## src/srp_pkg.sv

```systemverilog
// constants and types shared by the shift register port
package srp_pkg;
   localparam int unsigned CLK_KHZ = 50000;
   localparam int unsigned SCLK_MIN_KHZ = 150;
   localparam int unsigned XFER_MAX_US = 215;
   localparam int unsigned XFER_REF_BITS = 32;
   localparam int unsigned HALF_MAX_CYC = CLK_KHZ / (2 * SCLK_MIN_KHZ);
   localparam logic [7:0] HALF_MAX = HALF_MAX_CYC[7:0];
   localparam logic [7:0] HALF_MIN = 8'h04;
   localparam logic [7:0] DIV_RST = 8'h19;

   localparam int unsigned DATA_W = 32;
   localparam int unsigned FIFO_DEPTH = 16;
   localparam int unsigned MEM_WORDS = 8;
   localparam logic [8:0] LEN_MAX = 9'h100;
   localparam logic [8:0] LEN_MIN = 9'h001;
   localparam logic [8:0] LEN_RST = 9'h020;

   localparam logic [11:0] OFF_CTRL = 12'h000;
   localparam logic [11:0] OFF_OUT_CFG = 12'h004;
   localparam logic [11:0] OFF_IN_CFG = 12'h008;
   localparam logic [11:0] OFF_OUT_DATA = 12'h00C;
   localparam logic [11:0] OFF_DIV = 12'h010;
   localparam logic [11:0] OFF_IN_DATA = 12'h020;

   localparam int unsigned CTRL_WR_BIT = 0;
   localparam int unsigned CTRL_RD_BIT = 1;
   localparam int unsigned STAT_BUSY_BIT = 2;
   localparam int unsigned STAT_EMPTY_BIT = 3;
   localparam int unsigned CFG_STYLE_BIT = 16;

   typedef enum logic {
      rising_clock_rising_latch_style = 1'b0,
      rising_clock_low_capture_style = 1'b1
   } srp_style_t;

   typedef enum logic [5:0] {
      S_IDLE = 6'b000001,
      S_FETCH = 6'b000010,
      S_LOW = 6'b000100,
      S_HIGH = 6'b001000,
      S_STROBE = 6'b010000,
      S_LOAD = 6'b100000
   } srp_state_t;
endpackage

```

## src/srp_stream_if.sv

```systemverilog
// valid/ready word stream between the port and its fifo
`timescale 1ns/1ps
interface srp_stream_if #(parameter int unsigned W = 32);
   logic [W-1:0] data;
   logic valid;
   logic ready;
   modport src (output data, output valid, input ready);
   modport snk (input data, input valid, output ready);
endinterface

```

## src/srp_fifo.sv

```systemverilog
// output word fifo with parameter width and depth
`timescale 1ns/1ps
module srp_fifo #(
   parameter int unsigned W = 32,
   parameter int unsigned D = 16
) (
   input wire logic pclk,
   input wire logic presetn,
   srp_stream_if.snk in_s,
   srp_stream_if.src out_s
);
   localparam int unsigned AW = $clog2(D);
   logic [W-1:0] mem_r [D];
   logic [AW:0] wp_r, wp_nxt, rp_r, rp_nxt;
   logic full, empty;

   assign full = (wp_r[AW] != rp_r[AW]) && (wp_r[AW-1:0] == rp_r[AW-1:0]);
   assign empty = (wp_r == rp_r);
   assign in_s.ready = !full;
   assign out_s.valid = !empty;
   assign out_s.data = mem_r[rp_r[AW-1:0]];

   always_comb begin
      wp_nxt = wp_r;
      rp_nxt = rp_r;
      if (in_s.valid && !full) begin
         wp_nxt = wp_r + {{AW{1'b0}}, 1'b1};
      end
      if (out_s.ready && !empty) begin
         rp_nxt = rp_r + {{AW{1'b0}}, 1'b1};
      end
   end

   always_ff @(posedge pclk or negedge presetn) begin
      if (!presetn) begin
         wp_r <= '0;
         rp_r <= '0;
      end else begin
         wp_r <= wp_nxt;
         rp_r <= rp_nxt;
      end
   end

   always_ff @(posedge pclk) begin
      if (in_s.valid && !full) begin
         mem_r[wp_r[AW-1:0]] <= in_s.data;
      end
   end
endmodule

```

## src/srp_mem.sv

```systemverilog
// small input word memory with registered read data
`timescale 1ns/1ps
module srp_mem #(
   parameter int unsigned W = 32,
   parameter int unsigned N = 8
) (
   input wire logic pclk,
   input wire logic we,
   input wire logic [$clog2(N)-1:0] waddr,
   input wire logic [W-1:0] wdata,
   input wire logic [$clog2(N)-1:0] raddr,
   output logic [W-1:0] rdata
);
   logic [W-1:0] mem_r [N];

   always_ff @(posedge pclk) begin
      if (we) begin
         mem_r[waddr] <= wdata;
      end
      rdata <= mem_r[raddr];
   end
endmodule

```

## src/srp_port.sv

```systemverilog
// shift register chain port with apb register access
//
// Notes on behaviour
// - input and output chains are each up to 256 bits long.
// - each direction has its own strobe style, rising latch or low capture.
// - the style decides the strobe edge or level used when shifting out and in.
// - chain length and style are set apart per direction and may change between transfers.
// - a requested transfer runs to its end with all clock and strobe activity generated here.
// - the chain is only clocked after a write-chain or read-chain request.
// - the shift clock never runs slower than 150 kHz; the port holds it low in S_FETCH while the output fifo is empty.
// - a 32-bit transfer with its strobes ends within 215 us.
// - output bits leave most significant bit first.
// - a dedicated input load strobe tells the input chain when to capture.
// - one shift clock output serves both chains.
//
// Implementation choices: the placing of the registers and the APB register port.
`timescale 1ns/1ps
module srp_port (
   input wire logic pclk,
   input wire logic presetn,
   input wire logic [11:0] paddr,
   input wire logic psel,
   input wire logic penable,
   input wire logic pwrite,
   input wire logic [31:0] pwdata,
   output logic [31:0] prdata,
   output logic pready,
   output logic pslverr,
   output logic chain_sclk,
   output logic chain_sdo,
   output logic chain_out_latch,
   input wire logic chain_sdi,
   output logic chain_in_load
);
   import srp_pkg::*;

   function automatic logic hit(input logic [11:0] a, input logic [11:0] off);
      return a == off;
   endfunction

   function automatic logic [8:0] clamp_len(input logic [31:0] v);
      if (v[8:0] == 9'h000) begin
         return LEN_MIN;
      end else if (v[8:0] > LEN_MAX) begin
         return LEN_MAX;
      end else begin
         return v[8:0];
      end
   endfunction

   function automatic logic [7:0] clamp_div(input logic [31:0] v);
      if (v[7:0] < HALF_MIN) begin
         return HALF_MIN;
      end else if (v[7:0] > HALF_MAX) begin
         return HALF_MAX;
      end else begin
         return v[7:0];
      end
   endfunction

   srp_stream_if #(.W(DATA_W)) wr_s ();
   srp_stream_if #(.W(DATA_W)) rd_s ();

   srp_fifo #(.W(DATA_W), .D(FIFO_DEPTH)) u_fifo (
      .pclk(pclk),
      .presetn(presetn),
      .in_s(wr_s),
      .out_s(rd_s)
   );

   // apb decode
   logic access, is_mem, mapped, wr_fire;
   logic [31:0] mem_rdata;
   assign access = psel && penable;
   assign is_mem = (paddr[11:5] == OFF_IN_DATA[11:5]);
   assign mapped = hit(paddr, OFF_CTRL) || hit(paddr, OFF_OUT_CFG) || hit(paddr, OFF_IN_CFG)
                   || hit(paddr, OFF_OUT_DATA) || hit(paddr, OFF_DIV) || is_mem;

   // register group
   logic [8:0] out_len_r, out_len_nxt, in_len_r, in_len_nxt;
   srp_style_t out_style_r, out_style_nxt, in_style_r, in_style_nxt;
   logic [7:0] div_r, div_nxt;
   logic wr_pend_r, wr_pend_nxt, rd_pend_r, rd_pend_nxt;
   logic rd_wait_r, rd_wait_nxt;
   logic [31:0] prdata_r, prdata_nxt;
   logic start_wr, start_rd;

   // engine group
   srp_state_t st_r, st_nxt;
   logic [7:0] cnt_r, cnt_nxt;
   logic [8:0] left_r, left_nxt;
   logic [4:0] wcnt_r, wcnt_nxt;
   logic [2:0] widx_r, widx_nxt;
   logic [31:0] word_r, word_nxt;
   logic dir_in_r, dir_in_nxt;
   srp_style_t sty_r, sty_nxt;
   logic sclk_r, sclk_nxt, sdo_r, sdo_nxt, olat_r, olat_nxt, iload_r, iload_nxt;
   logic sdi_m_r, sdi_s_r;
   logic tick, mem_we;

   // reads always take one wait state so prdata comes from a flop
   assign pready = access && (pwrite ? (!hit(paddr, OFF_OUT_DATA) || wr_s.ready) : rd_wait_r);
   assign pslverr = access && !mapped;
   assign prdata = prdata_r;
   assign wr_fire = access && pwrite && pready && mapped;
   assign wr_s.valid = access && pwrite && hit(paddr, OFF_OUT_DATA);
   assign wr_s.data = pwdata;

   always_comb begin
      out_len_nxt = out_len_r;
      out_style_nxt = out_style_r;
      in_len_nxt = in_len_r;
      in_style_nxt = in_style_r;
      div_nxt = div_r;
      prdata_nxt = prdata_r;
      rd_wait_nxt = access && !pwrite && !rd_wait_r;
      wr_pend_nxt = wr_pend_r && !start_wr;
      rd_pend_nxt = rd_pend_r && !start_rd;
      if (wr_fire) begin
         if (hit(paddr, OFF_CTRL)) begin
            // request set wins over the engine taking it
            if (pwdata[CTRL_WR_BIT]) begin
               wr_pend_nxt = 1'b1;
            end
            if (pwdata[CTRL_RD_BIT]) begin
               rd_pend_nxt = 1'b1;
            end
         end
         if (hit(paddr, OFF_OUT_CFG)) begin
            out_len_nxt = clamp_len(pwdata);
            out_style_nxt = srp_style_t'(pwdata[CFG_STYLE_BIT]);
         end
         if (hit(paddr, OFF_IN_CFG)) begin
            in_len_nxt = clamp_len(pwdata);
            in_style_nxt = srp_style_t'(pwdata[CFG_STYLE_BIT]);
         end
         if (hit(paddr, OFF_DIV)) begin
            div_nxt = clamp_div(pwdata);
         end
      end
      if (access && !pwrite && !rd_wait_r) begin
         prdata_nxt = 32'h0000_0000;
         if (hit(paddr, OFF_CTRL)) begin
            prdata_nxt[CTRL_WR_BIT] = wr_pend_r;
            prdata_nxt[CTRL_RD_BIT] = rd_pend_r;
            prdata_nxt[STAT_BUSY_BIT] = (st_r != S_IDLE);
            prdata_nxt[STAT_EMPTY_BIT] = !rd_s.valid;
         end else if (hit(paddr, OFF_OUT_CFG)) begin
            prdata_nxt[8:0] = out_len_r;
            prdata_nxt[CFG_STYLE_BIT] = out_style_r;
         end else if (hit(paddr, OFF_IN_CFG)) begin
            prdata_nxt[8:0] = in_len_r;
            prdata_nxt[CFG_STYLE_BIT] = in_style_r;
         end else if (hit(paddr, OFF_DIV)) begin
            prdata_nxt[7:0] = div_r;
         end else if (is_mem) begin
            prdata_nxt = mem_rdata;
         end
      end
   end

   always_ff @(posedge pclk or negedge presetn) begin
      if (!presetn) begin
         out_len_r <= LEN_RST;
         in_len_r <= LEN_RST;
         out_style_r <= rising_clock_rising_latch_style;
         in_style_r <= rising_clock_rising_latch_style;
         div_r <= DIV_RST;
         wr_pend_r <= 1'b0;
         rd_pend_r <= 1'b0;
         rd_wait_r <= 1'b0;
         prdata_r <= 32'h0000_0000;
      end else begin
         out_len_r <= out_len_nxt;
         in_len_r <= in_len_nxt;
         out_style_r <= out_style_nxt;
         in_style_r <= in_style_nxt;
         div_r <= div_nxt;
         wr_pend_r <= wr_pend_nxt;
         rd_pend_r <= rd_pend_nxt;
         rd_wait_r <= rd_wait_nxt;
         prdata_r <= prdata_nxt;
      end
   end

   srp_mem #(.W(DATA_W), .N(MEM_WORDS)) u_mem (
      .pclk(pclk),
      .we(mem_we),
      .waddr(widx_r),
      .wdata({word_r[30:0], sdi_s_r}),
      .raddr(paddr[4:2]),
      .rdata(mem_rdata)
   );

   // serial input passes two flops
   always_ff @(posedge pclk or negedge presetn) begin
      if (!presetn) begin
         sdi_m_r <= 1'b0;
         sdi_s_r <= 1'b0;
      end else begin
         sdi_m_r <= chain_sdi;
         sdi_s_r <= sdi_m_r;
      end
   end

   // half period enable, only counts during a transfer
   assign tick = (st_r != S_IDLE) && (st_r != S_FETCH) && (cnt_r == 8'h00);
   assign start_wr = (st_r == S_IDLE) && wr_pend_r;
   assign start_rd = (st_r == S_IDLE) && !wr_pend_r && rd_pend_r;
   assign rd_s.ready = (st_r == S_FETCH);
   assign mem_we = tick && (st_r == S_LOW) && dir_in_r
                   && ((wcnt_r == 5'h1F) || (left_r == 9'h001));

   always_comb begin
      st_nxt = st_r;
      cnt_nxt = (cnt_r == 8'h00) ? div_r - 8'h01 : cnt_r - 8'h01;
      left_nxt = left_r;
      wcnt_nxt = wcnt_r;
      widx_nxt = widx_r;
      word_nxt = word_r;
      dir_in_nxt = dir_in_r;
      sty_nxt = sty_r;
      sclk_nxt = sclk_r;
      sdo_nxt = sdo_r;
      olat_nxt = olat_r;
      iload_nxt = iload_r;
      case (st_r)
         S_IDLE: begin
            cnt_nxt = div_r - 8'h01;
            sclk_nxt = 1'b0;
            olat_nxt = (out_style_r == rising_clock_low_capture_style);
            iload_nxt = (in_style_r == rising_clock_low_capture_style);
            if (start_wr) begin
               dir_in_nxt = 1'b0;
               left_nxt = out_len_r;
               sty_nxt = out_style_r;
               st_nxt = S_FETCH;
            end else if (start_rd) begin
               dir_in_nxt = 1'b1;
               left_nxt = in_len_r;
               sty_nxt = in_style_r;
               wcnt_nxt = 5'h00;
               widx_nxt = 3'h0;
               word_nxt = 32'h0000_0000;
               cnt_nxt = HALF_MIN - 8'h01;
               iload_nxt = (in_style_r == rising_clock_rising_latch_style);
               st_nxt = S_LOAD;
            end
         end
         S_LOAD: begin
            if (tick) begin
               iload_nxt = (sty_r == rising_clock_low_capture_style);
               st_nxt = S_LOW;
            end
         end
         S_FETCH: begin
            cnt_nxt = div_r - 8'h01;
            if (rd_s.valid) begin
               sdo_nxt = rd_s.data[31];
               word_nxt = {rd_s.data[30:0], 1'b0};
               wcnt_nxt = 5'h1F;
               st_nxt = S_LOW;
            end
         end
         S_LOW: begin
            if (tick) begin
               sclk_nxt = 1'b1;
               left_nxt = left_r - 9'h001;
               if (dir_in_r) begin
                  word_nxt = mem_we ? 32'h0000_0000 : {word_r[30:0], sdi_s_r};
                  wcnt_nxt = wcnt_r + 5'h01;
                  if (mem_we) begin
                     widx_nxt = widx_r + 3'h1;
                  end
               end
               st_nxt = S_HIGH;
            end
         end
         S_HIGH: begin
            if (tick) begin
               sclk_nxt = 1'b0;
               if (left_r == 9'h000) begin
                  if (dir_in_r) begin
                     st_nxt = S_IDLE;
                  end else begin
                     olat_nxt = (sty_r == rising_clock_rising_latch_style);
                     cnt_nxt = HALF_MIN - 8'h01;
                     st_nxt = S_STROBE;
                  end
               end else if (dir_in_r) begin
                  st_nxt = S_LOW;
               end else if (wcnt_r == 5'h00) begin
                  st_nxt = S_FETCH;
               end else begin
                  sdo_nxt = word_r[31];
                  word_nxt = {word_r[30:0], 1'b0};
                  wcnt_nxt = wcnt_r - 5'h01;
                  st_nxt = S_LOW;
               end
            end
         end
         S_STROBE: begin
            if (tick) begin
               olat_nxt = (sty_r == rising_clock_low_capture_style);
               st_nxt = S_IDLE;
            end
         end
         default: begin
            st_nxt = S_IDLE;
         end
      endcase
   end

   always_ff @(posedge pclk or negedge presetn) begin
      if (!presetn) begin
         st_r <= S_IDLE;
         cnt_r <= 8'h00;
         left_r <= 9'h000;
         wcnt_r <= 5'h00;
         widx_r <= 3'h0;
         word_r <= 32'h0000_0000;
         dir_in_r <= 1'b0;
         sty_r <= rising_clock_rising_latch_style;
         sclk_r <= 1'b0;
         sdo_r <= 1'b0;
         olat_r <= 1'b0;
         iload_r <= 1'b0;
      end else begin
         st_r <= st_nxt;
         cnt_r <= cnt_nxt;
         left_r <= left_nxt;
         wcnt_r <= wcnt_nxt;
         widx_r <= widx_nxt;
         word_r <= word_nxt;
         dir_in_r <= dir_in_nxt;
         sty_r <= sty_nxt;
         sclk_r <= sclk_nxt;
         sdo_r <= sdo_nxt;
         olat_r <= olat_nxt;
         iload_r <= iload_nxt;
      end
   end

   assign chain_sclk = sclk_r;
   assign chain_sdo = sdo_r;
   assign chain_out_latch = olat_r;
   assign chain_in_load = iload_r;
endmodule

```

## config.mk

```make
export PLATFORM = sky130hd
export DESIGN_NAME = srp_port
export DESIGN_NICKNAME = d
export VERILOG_FILES = /design/src/srp_pkg.sv /design/src/srp_stream_if.sv /design/src/srp_fifo.sv /design/src/srp_mem.sv /design/src/srp_port.sv
export SDC_FILE = /design/constraint.sdc
export NUM_CORES = 1
export LEC_CHECK = 0
export ABC_AREA = 1
export BUFFER_PORTS_ARGS = -buffer_cell sky130_fd_sc_hd__buf_2
export CORE_UTILIZATION = 56
export DETAILED_ROUTE_END_ITERATION = 6
export HOLD_SLACK_MARGIN = 0.05
export PLACE_DENSITY = 0.77
export SLEW_MARGIN = 10
export SYNTH_ARGS = -nofsm -noshare
export SYNTH_HDL_FRONTEND = slang
export SYNTH_SLANG_ARGS = --single-unit
```

## constraint.sdc

```tcl
create_clock -name pclk -period 3.41 [get_ports pclk]
set_input_delay 0.1705 -clock pclk [delete_from_list [all_inputs] [get_ports pclk]]
set_output_delay 0.1705 -clock pclk [all_outputs]
set_load 0.01 [all_outputs]
```

==> summary.txt, run 1 <==
Job
  – Max_cap viols: 0

Synth
  – Post-synthesis sequential area ratio: 0.705
  – Async SR Flop Fraction: 0.153
  – #FFs+latches synth: 944
  – Top_reg_cell synth: edfxtp_1
  – Yosys warns: 0
  – Mean Syn Cell Area: 11.1 um^2
  – Syn Nets: 3,546
  – Distinct cell type count after synthesis: 51
  – EDFF count, synth: 768
  – Synthesized area: a little under 0.04 mm^2
  – Synth Instances: 3,480

CTS
  – Worst-path clk slew: approximately 60 ps
  – Post-CTS setup buffers: 0
  – CTS sink cnt: 944
  – Root buf cell: clkbuf_16
  – Worst-skew pair later-pin latency: 680 ps
  – CTS H-Tree Depth: 3
  – TritonCTS clock tree: done
  – Clk buf depth: 3
  – Num CTS Buffers: 92

Timing
  – Fin Hold WS: around 76 ps
  – Slew Limit Fails: 0
  – Fmax achieved: 352 MHz
  – Least-Margin Pin Slew: 1290 ps
  – Fin crit period: approximately 2800 ps
  – Setup-failing EPs final: 0
  – Period Utilization, post-route: 0.832
  – Final Hold Vio Count: 0
  – Max-slew headroom: 0.143
  – RSZ-0062 raised after global routing: false
  – Setup TNS: 0 ps
  – Skew final: 27.0 ps

Layout
  – Commonest cells after routing, fill and taps aside: nand2_1 (802), edfxtp_1 (768), nor2_1 (612), o21ai_0 (308), nand3_1 (162)
  – Fillers: 4,937
  – Most common cell after layout, fill and taps aside: nand2_1
  – Post-route insts no fill: 4,601
  – Area grow syn2layout: 13.5%
  – Layout cells sized above 1: 0.107
  – N_diodes: 0
  – Layout Nets: 3,660
  – Post-route core utilization: 0.641

Hold path
  – Hold crit path type: input port to asynchronous set/reset pin

Drt
  – Avg WL per Cell: 19.9 um
  – Residual DRC: 0
  – Vias per cell: roughly 5.7
  – Routed vias: about 26,000
  – Post-route ant nets: 0
  – Drt total wl: 91.5 mm
  – Pre-Repair DR Iteration Count: 6
  – Detailed Route Iter0 Violations: 2,731

Power
  – Seq pwr share: 0.538
  – Power, Total: roughly 23 mW
  – Sw Pwr: 4.64 mW
  – Combinational power share: 0.019
  – Sw frac: 0.200
  – Pwr Density: 527 mW/mm^2
  – Leak: 16.5 nW
  – Clock power frac: 0.443
  – Maximum vdd drop: around 500 uV
  – Pint: roughly 19 mW

Die
  – Num rows: 96
  – Core ar.: a little under 0.07 mm^2
  – Initial Utilization: 0.565
  – DIE WIDTH: approximately 270 um
  – Die area: 0.0702 mm^2
  – Die H: 265 um
  – I/O pin cnt: 88

Worst setup path
  – Critical R2R Launch: u_fifo.rp_r[2]$_DFFE_PN0P_
  – CP Data Arrival Time: 3240 ps
  – Critical Path End Type: flop
  – Worst R2R End: u_fifo.mem_r[6][17]$_DFFE_PP_
  – Critical path's largest stage delay: 570 ps
  – Slowest stage cell, crit path: dfrtp_1
  – Required time of the worst setup path: 3810 ps
  – Critical Path, Cell by Cell: inv_1, nand2_1, nand2_1, nor2_1, nand3_2, nand3_1, inv_1, nand2_1, nor2_4, buf_12
  – Crit Path Category: flop to flop
  – Crit path top cell by count: nand2_1
  – CP Max Fanout: 22
  – Worst reg2reg setup slack: 570 ps
  – Crit path launch type: flop
  – R2R cell count: 10

Placement
  – Detailed placement HPWL: just over 50 mm
  – GP Congestion: 0.933
  – Placed Cells: 4,395
  – I/O Buffers: 87

Global route
  – First-pass GRT wire length: 142 mm
  – Vias in the first global route: roughly 25,000
  – GRT Overall Usage: 0.262
  – Largest net degree at the start of global routing: 258
  – Total gr overflow: 0
  – Initial antenna violation count: 2

Run status
  – Status: finished clean
## cell type report
class | instances | area [um^2] | share of cell area
Sequential cell | 944 | 27300 | 0.621
Timing Repair Buffer | 193 | 1550 | 0.0353
Clock buffer | 119 | 2480 | 0.0565
Tap cell | 931 | 1160 | 0.0265
Inverter | 136 | 524 | 0.0119
Multi-Input combinational cell | 2227 | 10300 | 0.235
Clock inverter | 51 | 587 | 0.0133
## power groups by stage
stage	registers (mW)	logic, mW	clock network [mW]
after detailed placement	12.7	0.405	0
after floorplan	12.7	0.171	0
after CTS	12.5	0.441	10.4
after global routing	12.5	0.484	10.8
final	12.5	0.437	10.3
after global placement	12.7	0.396	0
## flip-flops by register name, indices dropped and copies added (netlist names), 3 cells and up
name and count:
u_fifo.mem_r 512, in_len_r 9, cnt_r 8, widx_r 3, wcnt_r 5, st_r 6, u_mem.mem_r 256, u_mem.rdata 32
left_r 9, out_len_r 9, prdata 32, div_r 8, u_fifo.wp_r 5, word_r 32, u_fifo.rp_r 5
## worst max-delay path, delay by kind of cell, from the launching register on
kind	cells	cell delay (ps)
buffers and inverters	3	460
AND/OR/NAND/NOR	7	1530
flip-flops	1	570
## metal layers
| metal | share of wire | track usage | up-vias | wire, um |
|---|---|---|---|---|
| li1 | - | - | 12200 | - |
| met1 | 0.41 | 0.358 | 12600 | 37300 |
| met2 | 0.48 | 0.429 | 1209 | 43900 |
| met3 | 0.080 | 0.0386 | 216 | 7350 |
| met4 | 0.033 | 0.0995 | 2 | 3060 |
| met5 | 0.00014 | 0 | - | 13 |
## worst max path at each step
stage	start	to	slack, ps	depth (start not counted)
after CTS	u_fifo.rp_r[2]$_DFFE_PN0P_	u_fifo.mem_r[10][12]$_DFFE_PP_	650	10
after global placement	paddr[4]	u_fifo.mem_r[7][21]$_DFFE_PP_	620	11
after floorplan	u_fifo.rp_r[0]$_DFFE_PN0P_	u_fifo.mem_r[15][0]$_DFFE_PP_	240	11
final	u_fifo.rp_r[2]$_DFFE_PN0P_	u_fifo.mem_r[6][17]$_DFFE_PP_	570	10
after global routing	u_fifo.rp_r[2]$_DFFE_PN0P_	u_fifo.mem_r[6][13]$_DFFE_PP_	430	10
after detailed placement	paddr[4]	u_fifo.mem_r[6][19]$_DFFE_PP_	570	11
## per-stage QoR
stage	instance area, um^2	setup slack (ps)
2_1_floorplan	38700	241
3_3_place_gp	40500	622
3_5_place_dp	40500	573
4_1_cts	44000	648
5_1_grt	44000	434
6_report	44000	572
## Yosys cell counts (21+ instances only)
| master | count | area (um^2) |
|---|---|---|
| a21oi_1 | 23 | 115 |
| a22oi_1 | 51 | 383 |
| buf_2 | 58 | 290 |
| clkbuf_1 | 82 | 308 |
| dfrtp_1 | 138 | 3450 |
| dfxtp_1 | 32 | 641 |
| edfxtp_1 | 768 | 23100 |
| inv_1 | 124 | 465 |
| nand2_1 | 802 | 3010 |
| nand3_1 | 162 | 811 |
| nand4_1 | 56 | 350 |
| nor2_1 | 640 | 2400 |
| o21ai_0 | 308 | 1540 |
| xor2_1 | 21 | 184 |
## kinds of logic (layout without fill, tap and decap cells)
kind of cell	count (synthesis)	in the layout	synth area share
XOR/XNOR	26	26	0.00588
buffers and inverters	309	499	0.0336
flip-flops	944	944	0.705
adder cells (fa/ha/maj)	16	16	0.00536
AND/OR/NAND/NOR	1715	1715	0.181
AO/OA/AOI/OAI	470	470	0.0690
## repair_timing
item,in CTS,in global routing
endpoints found under the hold margin,604,0
hold buffers,36,0
resized for setup,0,0
No activity file was read; power rests on OpenSTA's default activity.
==> run 2: changes to the inputs <==
CORE_UTILIZATION = 60   (was 56)
PLACE_DENSITY = 0.79   (was 0.77)
clock period = 2.7 ns   (was 3.41 ns; I/O delays follow)
==> summary.txt, run 2 (synthesis gave the netlist of run 1 again) <==
Run status
  – Status: finished, violations left (was finished clean)
  – Failing checks: design-rule violations

CTS
  – CTS H-Tree Depth: 3 (unchanged)
  – Worst-path clk slew: 60 ps (about the same)
  – Clk buf depth: 3 (unchanged)
  – Worst-skew pair later-pin latency: 660 ps (was 680 ps)
  – Num CTS Buffers: 93 (was 92)
  – CTS sink cnt: 944 (unchanged)
  – Root buf cell: clkbuf_16 (unchanged)
  – TritonCTS clock tree: done (unchanged)

Drt
  – Drt total wl: 93.0 mm (was 91.5 mm)
  – Pre-Repair DR Iteration Count: 7 (was 6)
  – Post-route ant nets: 0 (unchanged)
  – Vias per cell: 5.85 (was 5.70)
  – Routed vias: 26,600 (was 26,200)
  – Avg WL per Cell: 20.5 um (was 19.9 um)
  – Residual DRC: 5 (was 0)
  – Detailed Route Iter0 Violations: 3,087 (was 2,731)

Layout
  – Post-route cell area: 0.0443 mm^2 (was 0.0440 mm^2)
  – Layout Nets: 3,687 (was 3,660)
  – Fillers: 4,295 (was 4,937)
  – Most flop-heavy register: u_fifo.mem_r (unchanged)
  – Max reg flops: 512 (unchanged)
  – Register cell area after layout: 0.0273 mm^2 (unchanged)
  – Area grow syn2layout: 14.3% (was 13.5%)
  – Most common cell after layout, fill and taps aside: nand2_1 (unchanged)
  – Commonest cells after routing, fill and taps aside: nand2_1 (802), edfxtp_1 (768), nor2_1 (611), o21ai_0 (308), nand3_1 (162) (was nand2_1 (802), edfxtp_1 (768), nor2_1 (612), o21ai_0 (308), nand3_1 (162))
  – Post-route core utilization: 0.698 (was 0.641)
  – Layout cells sized above 1: 0.111 (was 0.107)
  – Top Registers: u_fifo.mem_r (512), u_mem.mem_r (256) (unchanged)
  – Post-route insts no fill: 4,545 (was 4,601)
  – Area occupied by multi-input gates: 0.0103 mm^2 (about the same)

Worst setup path
  – Worst reg2reg setup slack: 140 ps (was 570 ps)
  – Critical path's largest stage delay: 590 ps (was 570 ps)
  – Crit path top cell by count: nand2_1 (unchanged)
  – Critical Path, Cell by Cell: inv_6, nand2_1, nand2_1, nor2_4, nand3_2, inv_1, a21oi_4, buf_6, buf_2 (was inv_1, nand2_1, nand2_1, nor2_1, nand3_2, nand3_1, inv_1, nand2_1, nor2_4, buf_12)
  – Crit path launch type: flop (unchanged)
  – CP Max Fanout: 26 (was 22)
  – Critical Path End Type: output pin (was flop)
  – Crit Path Category: flop to output pin (was flop to flop)
  – Slowest stage cell, crit path: dfrtp_4 (was dfrtp_1)
  – Required time of the worst setup path: 2570 ps (was 3810 ps)
  – CP Data Arrival Time: 2450 ps (was 3240 ps)

Job
  – Max_cap viols: 0 (unchanged)

Die
  – DIE WIDTH: 256 um (was 265 um)
  – Die area: 0.0656 mm^2 (was 0.0702 mm^2)
  – Initial Utilization: 0.611 (was 0.565)
  – Core ar.: 0.0634 mm^2 (was 0.0686 mm^2)
  – I/O pin cnt: 88 (unchanged)
  – Die H: 256 um (was 265 um)
  – Num rows: 92 (was 96)

Timing
  – Final Hold Vio Count: 0 (unchanged)
  – Max-slew headroom: 0.419 (was 0.143)
  – RSZ-0062 raised after global routing: true (was false)
  – Fin crit period: 2580 ps
  – Least-Margin Pin Slew: 871 ps (was 1290 ps)
  – Slew Limit Fails: 0 (unchanged)
  – Setup-failing EPs final: 0 (unchanged)
  – Period Utilization, post-route: 0.956
  – Skew final: 22.6 ps (was 27.0 ps)
  – Fmax achieved: about 390 MHz

Power
  – Leak: 16.7 nW (was 16.5 nW)
  – Maximum vdd drop: 606 uV (was 498 uV)
  – Pwr Density: 657 mW/mm^2 (was 527 mW/mm^2)

Global route
  – GRT Overall Usage: 0.283 (was 0.262)
  – Total gr overflow: 0 (unchanged)
  – Largest net degree at the start of global routing: 210 (was 258)
  – First-pass GRT wire length: 143 mm (was 142 mm)
  – Vias in the first global route: 25,700 (was 25,100)
  – Initial antenna violation count: 2 (unchanged)

Placement
  – Placed Cells: 4,331 (was 4,395)
  – Detailed placement HPWL: 53.8 mm (was 51.9 mm)
  – DP Area: 0.0408 mm^2 (was 0.0405 mm^2)
  – I/O Buffers: 87 (unchanged)
  – GP Congestion: 0.907 (was 0.933)

Hold path
  – Hold crit path type: input port to asynchronous set/reset pin (unchanged)
[run 2: cell count changes in the layout (fill, tap and decap cells not counted), sizes merged, moves of 2 or more]
cell	previous run	this run
clkinvlp	7	2
dlygate4sd3	36	38
buf	157	181
clkinv	33	41
bufinv	10	5
clkbuf	119	123
[run 2: final cells by class]
cell class	count	share of cell area
Antenna cell	1	0.0000565
Multi-Input combinational cell	2227	0.233
Clock inverter	49	0.00961
Inverter	136	0.0118
Sequential cell	944	0.617
Tap cell	846	0.0239
Timing Repair Buffer	219	0.0454
Clock buffer	123	0.0589
[run 2: per-layer routing]
| layer | part of all wire | GRT usage | up-vias |
|---|---|---|---|
| met4 | 0.033 | 0.109 | 2 |
| met5 | 0.00015 | 0 | - |
| met2 | 0.48 | 0.460 | 1317 |
| met3 | 0.081 | 0.0396 | 225 |
| met1 | 0.40 | 0.390 | 12800 |
| li1 | - | - | 12300 |
[run 2: path summary, 6_finish.rpt]
| check | from | to | cells past startpoint |
|---|---|---|---|
| setup reg to reg | u_fifo.rp_r[0]$_DFFE_PN0P_ | u_fifo.mem_r[5][22]$_DFFE_PP_ | 10 |
| max in group asynchronous | presetn | word_r[24]$_DFFE_PN0P_ | 3 |
| hold / removal | presetn | prdata[5]$_DFFE_PN0P_ | 2 |
| hold reg to reg | sdi_m_r$_DFF_PN0_ | sdi_s_r$_DFF_PN0_ | 0 |
| min in group pclk | paddr[0] | wr_pend_r$_DFF_PN0_ | 6 |
| setup / recovery | u_fifo.rp_r[0]$_DFFE_PN0P_ | pready | 9 |
[run 2: worst max-delay path, delay by kind of cell (launching register included)]
family                 cells  cell delay (ps)
AO/OA/AOI/OAI              1              290
buffers and inverters      4              590
AND/OR/NAND/NOR            4              310
flip-flops                 1              590
[run 2: repair_timing]
action,4_1_cts,5_1_grt
endpoints found under the setup margin,0,38
setup buffers,0,3
hold buffers,38,0
resized for setup,0,3
hold endpoints to repair,668,0
[run 2: power by group]
| part | total (mW) | internal (mW) | switching, mW |
|---|---|---|---|
| logic | 0.568 | 0.161 | 0.407 |
| clock network | 12.8 | 7.30 | 5.48 |
| registers | 15.7 | 15.7 | 0.0185 |
| total | 29.1 | 23.2 | 5.90 |
[run 2: per-stage QoR]
step	TNS [ps]	hold slack, ps	setup WS, ps	total power [mW]
3_5_place_dp	-503	173	-23.4	16.6
3_3_place_gp	0	178	75.9	16.6
4_1_cts	0	53.2	24.3	29.2
5_1_grt	-6.29	104	-6.29	29.8
6_report	0	45.2	120	29.1
2_1_floorplan	-30000	-161	-469	16.3
